### config.mk
export PLATFORM = sky130hd
export DESIGN_NAME = spi_regs
export DESIGN_NICKNAME = d
export VERILOG_FILES = /design/src/inc/spi_regs_pkg.sv /design/src/rtl/spi_regs.sv
export VERILOG_INCLUDE_DIRS = /design/src /design/src/inc
export SDC_FILE = /design/constraint.sdc
export NUM_CORES = 2
export LEC_CHECK = 0
export BUFFER_PORTS_ARGS = -buffer_cell sky130_fd_sc_hd__buf_2
export CAP_MARGIN = 20
export CORE_MARGIN = 2
export CORE_UTILIZATION = 35
export CTS_BUF_LIST = sky130_fd_sc_hd__clkbuf_8
export DETAILED_ROUTE_END_ITERATION = 8
export GPL_TIMING_DRIVEN = 0
export PLACE_DENSITY = 0.59
export SYNTH_ARGS = -nofsm -noshare
export SYNTH_HDL_FRONTEND = slang
export SYNTH_SLANG_ARGS = --single-unit
### constraint.sdc
create_clock -name core_clk -period 17.1 [get_ports core_clk]
set_input_delay 0.855 -clock core_clk [delete_from_list [all_inputs] [get_ports core_clk]]
set_output_delay 0.855 -clock core_clk [all_outputs]
set_load 0.03 [all_outputs]
### src/inc/spi_regs_defines.svh
// constants of the serial register slave: frame layout, command bits, timing
// assumes a single 25 MHz core clock
`ifndef SPI_REGS_DEFINES_SVH
`define SPI_REGS_DEFINES_SVH

`define FRAME_BITS        5'h10
`define ADDR_BITS         7
`define NUM_WORDS         64
`define BACKED_WORDS      27
`define RW_BIT            15
`define ADDR_MSB          14
`define ADDR_LSB          8
`define GLOBAL_CMD_ADDR   7'h3E
`define FLASH_UPDATE_BIT  6
`define SOFT_RESET_BIT    7
`define CLK_PERIOD_NS     40
`define RECOVERY_MS       54
`define RECOVERY_CYCLES   ((`RECOVERY_MS * 1000000) / `CLK_PERIOD_NS)
`define WORD_RESET        16'h0000

`endif

### src/inc/spi_regs_pkg.sv
// types shared by the serial register slave
// assumes spi_regs_defines.svh is on the include path
`default_nettype none
package spi_regs_pkg;

    typedef enum logic [1:0]
    {
        ST_RESTORE = 2'b00,
        ST_RECOVER = 2'b01,
        ST_RUN     = 2'b10
    } life_state_t;

    typedef struct packed
    {
        logic       write;
        logic [6:0] addr;
        logic [7:0] data;
    } frame_t;

    typedef struct packed
    {
        logic sclk;
        logic cs_n;
        logic din;
    } link_in_t;

endpackage
`default_nettype wire

### src/rtl/spi_regs.sv
// serial slave and dual-memory user register store
// assumes mode 3 master, sclk far slower than core_clk; pins are asynchronous
`default_nettype none
`include "spi_regs_defines.svh"

module spi_regs
#(
    parameter int unsigned RECOVERY_CYCLES = `RECOVERY_CYCLES
)
(
    // core
    input  wire logic core_clk,
    input  wire logic rst,
    // pins
    input  wire logic rst_pin_n,
    input  wire logic sclk,
    input  wire logic cs_n,
    input  wire logic din,
    output logic      dout,
    output logic      dout_oe_n,
    // status
    output logic      data_ready,
    output logic      flash_busy
);
    spi_regs_pkg::link_in_t      s1_q;
    spi_regs_pkg::link_in_t      s2_q;
    logic                        sclk_d1_q;
    logic                        rpin1_q;
    logic                        rpin2_q;
    logic [15:0]                 sram_q [`NUM_WORDS];
    logic [15:0]                 flash_q [`NUM_WORDS];
    logic [`NUM_WORDS-1:0]       backed;
    logic [15:0]                 rx_q;
    logic [15:0]                 tx_q;
    logic [4:0]                  cnt_q;
    logic [6:0]                  rd_addr_q;
    spi_regs_pkg::life_state_t   st_q;
    logic [31:0]                 rec_q;
    logic [5:0]                  idx_q;
    logic                        rise;
    logic                        fall;
    logic                        frame_done;
    spi_regs_pkg::frame_t        fr;
    logic                        soft_rst;
    logic                        save;

    // flash-backed words: the low control block
    always_comb
    begin
        for (int i = 0; i < `NUM_WORDS; i++)
        begin
            backed[i] = (i < `BACKED_WORDS);
        end
    end

    always_ff @(posedge core_clk or posedge rst)
    begin
        if (rst)
        begin
            s1_q      <= '{sclk: 1'b1, cs_n: 1'b1, din: 1'b0};
            s2_q      <= '{sclk: 1'b1, cs_n: 1'b1, din: 1'b0};
            sclk_d1_q <= 1'b1;
            rpin1_q   <= 1'b1;
            rpin2_q   <= 1'b1;
        end
        else
        begin
            s1_q      <= '{sclk: sclk, cs_n: cs_n, din: din};
            s2_q      <= s1_q;
            sclk_d1_q <= s2_q.sclk;
            rpin1_q   <= rst_pin_n;
            rpin2_q   <= rpin1_q;
        end
    end

    assign rise       = !s2_q.cs_n && s2_q.sclk && !sclk_d1_q;
    assign fall       = !s2_q.cs_n && !s2_q.sclk && sclk_d1_q;
    assign frame_done = rise && (cnt_q == `FRAME_BITS - 5'h01);
    assign fr         = {rx_q[14:0], s2_q.din};
    assign soft_rst   = frame_done && fr.write && (st_q == spi_regs_pkg::ST_RUN)
                        && (fr.addr == `GLOBAL_CMD_ADDR) && fr.data[`SOFT_RESET_BIT];
    assign save       = frame_done && fr.write && (st_q == spi_regs_pkg::ST_RUN)
                        && (fr.addr == `GLOBAL_CMD_ADDR) && fr.data[`FLASH_UPDATE_BIT];

    // receive shift register and bit count; a high chip select aborts the frame
    always_ff @(posedge core_clk or posedge rst)
    begin
        if (rst)
        begin
            rx_q  <= `WORD_RESET;
            cnt_q <= 5'h00;
        end
        else if (s2_q.cs_n)
        begin
            cnt_q <= 5'h00;
        end
        else if (rise)
        begin
            rx_q  <= fr;
            cnt_q <= frame_done ? 5'h00 : cnt_q + 5'h01;
        end
    end

    // read address latched at frame end, answered in the next frame
    always_ff @(posedge core_clk or posedge rst)
    begin
        if (rst)
        begin
            rd_addr_q <= 7'h00;
        end
        else if (frame_done && !fr.write)
        begin
            rd_addr_q <= fr.addr;
        end
    end

    // transmit: load at first falling edge of a frame, shift on later ones
    always_ff @(posedge core_clk or posedge rst)
    begin
        if (rst)
        begin
            tx_q <= `WORD_RESET;
            dout <= 1'b0;
        end
        else if (fall)
        begin
            if (cnt_q == 5'h00)
            begin
                tx_q <= {sram_q[rd_addr_q[6:1]][14:0], 1'b0};
                dout <= sram_q[rd_addr_q[6:1]][15];
            end
            else
            begin
                tx_q <= {tx_q[14:0], 1'b0};
                dout <= tx_q[15];
            end
        end
    end

    always_ff @(posedge core_clk or posedge rst)
    begin
        if (rst)
        begin
            dout_oe_n <= 1'b1;
        end
        else
        begin
            dout_oe_n <= s2_q.cs_n;
        end
    end

    // life cycle: restore, recovery wait, run
    always_ff @(posedge core_clk or posedge rst)
    begin
        if (rst)
        begin
            st_q  <= spi_regs_pkg::ST_RESTORE;
            idx_q <= 6'h00;
            rec_q <= 32'h0;
        end
        else if (!rpin2_q || soft_rst)
        begin
            st_q  <= spi_regs_pkg::ST_RESTORE;
            idx_q <= 6'h00;
            rec_q <= 32'h0;
        end
        else
        begin
            case (st_q)
                spi_regs_pkg::ST_RESTORE:
                begin
                    idx_q <= idx_q + 6'h01;
                    if (idx_q == 6'(`NUM_WORDS - 1))
                    begin
                        st_q <= spi_regs_pkg::ST_RECOVER;
                    end
                end
                spi_regs_pkg::ST_RECOVER:
                begin
                    rec_q <= rec_q + 32'h1;
                    if (rec_q >= RECOVERY_CYCLES - 1)
                    begin
                        st_q <= spi_regs_pkg::ST_RUN;
                    end
                end
                spi_regs_pkg::ST_RUN:
                begin
                    st_q <= spi_regs_pkg::ST_RUN;
                end
                default:
                begin
                    st_q <= spi_regs_pkg::ST_RESTORE;
                end
            endcase
        end
    end

    // working copy: restored word by word, written a byte per frame
    always_ff @(posedge core_clk)
    begin
        if (st_q == spi_regs_pkg::ST_RESTORE)
        begin
            sram_q[idx_q] <= flash_q[idx_q];
        end
        else if (frame_done && fr.write && (st_q == spi_regs_pkg::ST_RUN))
        begin
            if (fr.addr[0])
            begin
                sram_q[fr.addr[6:1]][15:8] <= fr.data;
            end
            else
            begin
                sram_q[fr.addr[6:1]][7:0] <= fr.data;
            end
        end
    end

    // nonvolatile copy: only changed by the update command, no reset on purpose
    always_ff @(posedge core_clk)
    begin
        if (save)
        begin
            for (int i = 0; i < `NUM_WORDS; i++)
            begin
                if (backed[i])
                begin
                    flash_q[i] <= sram_q[i];
                end
            end
        end
    end

    always_ff @(posedge core_clk or posedge rst)
    begin
        if (rst)
        begin
            data_ready <= 1'b0;
            flash_busy <= 1'b0;
        end
        else
        begin
            data_ready <= (st_q == spi_regs_pkg::ST_RUN);
            flash_busy <= save;
        end
    end

endmodule
`default_nettype wire

==> out/metrics.yaml <==
run_status:
  status: "finished, final reports clean"
placed_design:
  postPlaceCellArea_um2: 64800
  pre_cts_slack_ns: 12.29
  gp_congestion: 0.9335
  hpwl_mm: 123.2
  io_buffers: 9
synthesis:
  yosys.area.top_type: "edfxtp_1"
  synth_seq_area_share: 0.7622
  syn_area_per_cell_um2: 20.48
  syn_inst: 2952
  synthFlopType: "edfxtp_1"
  synth_most_common_cell: "edfxtp_1"
  syn_nets: 2965
  yosys_warnings: 0
  synth_area_leaders: "edfxtp_1 72%, mux4_2 13%, dfrtp_1 3.6%, mux2i_1 2.0%, nor2_1 1.2%"
  synth_cell_types: 60
  async_flop_share: 0.06065
  synth_top_area_frac: 0.7232
  synth_common_cells: "1456 x edfxtp_1, 357 x mux4_2, 194 x nor2_1"
  synth_edf_count: 1456
  synth_seq_cells: 1550
  syn_area_um2: 60460
power_and_ir_drop:
  ir_worst_vdd_mv: 0.08123
  power_mw: 7.720
  p_leak_nw: 21.93
  power.density_nw_per_um2: 110.9
cts:
  htree_levels: 5
  cts_setup_buffers: 0
  insertion_delay_ns: 1.04
  cts_tree: "built"
  cts_buffers: 275
  clkSinkCount: 1550
  post_cts_resized: 0
  cts-root-buf: "clkbuf_8"
  clk_path_buf_depth: 4
  cts.clk_slew.worst_paths_ns: 0.06
sta:
  fmax_mhz: 208.1
  slew_headroom: 0.1720
  hold_viol: 0
  fin_skew_ns: 0.08660
  rsz0062_at_grt: "false"
  fin_crit_sh: 0.2811
  setup_ws_ns: 12.29
  setup_violations: 0
  finalSetupTns_ns: 0
  worst_pin_slew_ns: 1.242
  period_minus_slack_ns: 4.807
  drv_slew: 0
global_routing:
  grt_max_degree: 71
  track_usage: 0.1993
  grt_pass1_vias: 32209
  grt_overflow_total: 0
  antenna_found_initial: 7
  grt_pass1_wl_mm: 242.8
worst_setup_path:
  cp-start-kind: "flop"
  arrival_ns: 5.52
  crit_type: "reg2reg"
  worstPathRequired_ns: 17.82
  worstSetupEndpointType: "flop"
  cp_max_fo: 13
worst_hold_path:
  hold_path_class: "reg2reg"
die:
  die_h_um: 419.6
  coreArea_um2: 171500
  ioPinCount: 10
  fp.dieW_um: 419.6
  dieArea_um2: 176100
  fp-row-count: 152
  initial_core_util: 0.3524
routing:
  ant_nets: 0
  routed_wl_mm: 175.9
  wl_per_cell_um: 29.97
  vias: 32067
  dr.pass1.iters: 6
  via_per_inst: 5.462
  remaining_drc_errors: 0
  first_iter_violations: 4355
finish:
  final_util: 0.4059
  drive_above_1_share: 0.2707
  fin_nets: 3400
  area_growth_pct: 15.17
  fin_area_um2: 69630
run:
  cap_violations: 0
cell usage in the layout, fill, tap and decap left out, drive strengths merged, types with 3 or more instances in the layout:
cell,instances
clkinvlp,7
clkbuf,353
mux4,357
xor2,25
a22oi,36
nor3,5
nor2,194
diode,3
nand2b,6
dfrtp,86
buf,245
inv,98
a21oi,55
and4,3
or3,7
edfxtp,1456
a211oi,37
nor4,4
dlygate4sd3,5
xnor2,8
nor2b,18
mux2,39
nand4,22
and3,5
dfstp,8
o21ai,43
or2,4
mux2i,123
o22ai,23
and2,5
bufinv,3
ha,7
nand3,20
nand3b,5
clkinv,66
o31ai,6
o211ai,21
nand2,128
timing repair:
| action | CTS | global route |
|---|---|---|
| hold buffers | 4 | 1 |
| endpoints found under the hold margin | 28 | 1 |
| endpoints found under the setup margin | 0 | 0 |
flip-flops by register name (all words and copies together) (netlist names), 2 cells and up:
register	cells
idx_q	6
tx_q	15
flash_q	432
rx_q	15
s1_q	3
st_q	2
rd_addr_q	6
s2_q	2
cnt_q	5
sram_q	1024
rec_q	32
where the power goes:
group	internal, mW	switching (mW)
Sequential	4.23	0.0276
Clock	1.58	1.48
Combinational	0.127	0.275
final timing paths:
path / startpoint / end / slack [ns] / cells after the start
max: idx_q[1] / sram_q[26][12] / 12.29 / 12
min: s1_q[1] / s2_q[1] / 0.35 / 0
max reg2reg: idx_q[1] / sram_q[26][12] / 12.29 / 12
min reg2reg: s1_q[1] / s2_q[1] / 0.35 / 0
max in group asynchronous: rst / sclk_d1_q / 15.88 / 4
min in group asynchronous: rst / data_ready / 0.46 / 3
cell type report:
type	instances	area (um2)
inverters	13	51.30
clock inverters	161	728.2
plain buffers	158	779.5
multi-input cells	1231	13550
repair buffers	158	1587
fillers	15379	101900
well taps	2310	2890
clock buffers	287	3950
flip-flops and latches	1550	46080
diodes	3	7.507
worst max-delay path: stages, from the launching register on:
cell      delay (ns)
dfrtp_1         0.36
clkbuf_1        0.38
clkbuf_1        0.89
buf_2           0.53
mux4_2          0.36
mux2i_1         0.24
nor2_1          0.10
a21oi_1         0.40
o211ai_1        0.37
buf_4           0.29
buf_4           0.20
buf_4           0.21
buf_4           0.19
per-stage QoR:
stage	hold slack, ns	std cells
floorplan	0.3312	2952
global placement	0.3353	5271
detailed placement	0.3411	5406
CTS	0.005374	5858
global route	0.3571	5869
finish	0.3545	5871
cell families after synthesis:
logic type,share of synthesized area
and+or+nand+nor,0.03212
buffers and inverters,0.01370
AOI/OAI and AO/OA,0.02510
xor gates and xnor gates,0.004781
muxes,0.1606
adders and majority gates,0.001449
DFF,0.7622
metal layers:
layer / global-route usage / part of all wire / vias up
li1: - / - / 13020
met4: 0.09371 / 0.048 / 4
met1: 0.2630 / 0.40 / 16943
met5: 0 / 0.00015 / -
met2: 0.3136 / 0.47 / 1712
met3: 0.04512 / 0.084 / 388
(Power assumes the default switching activity.)
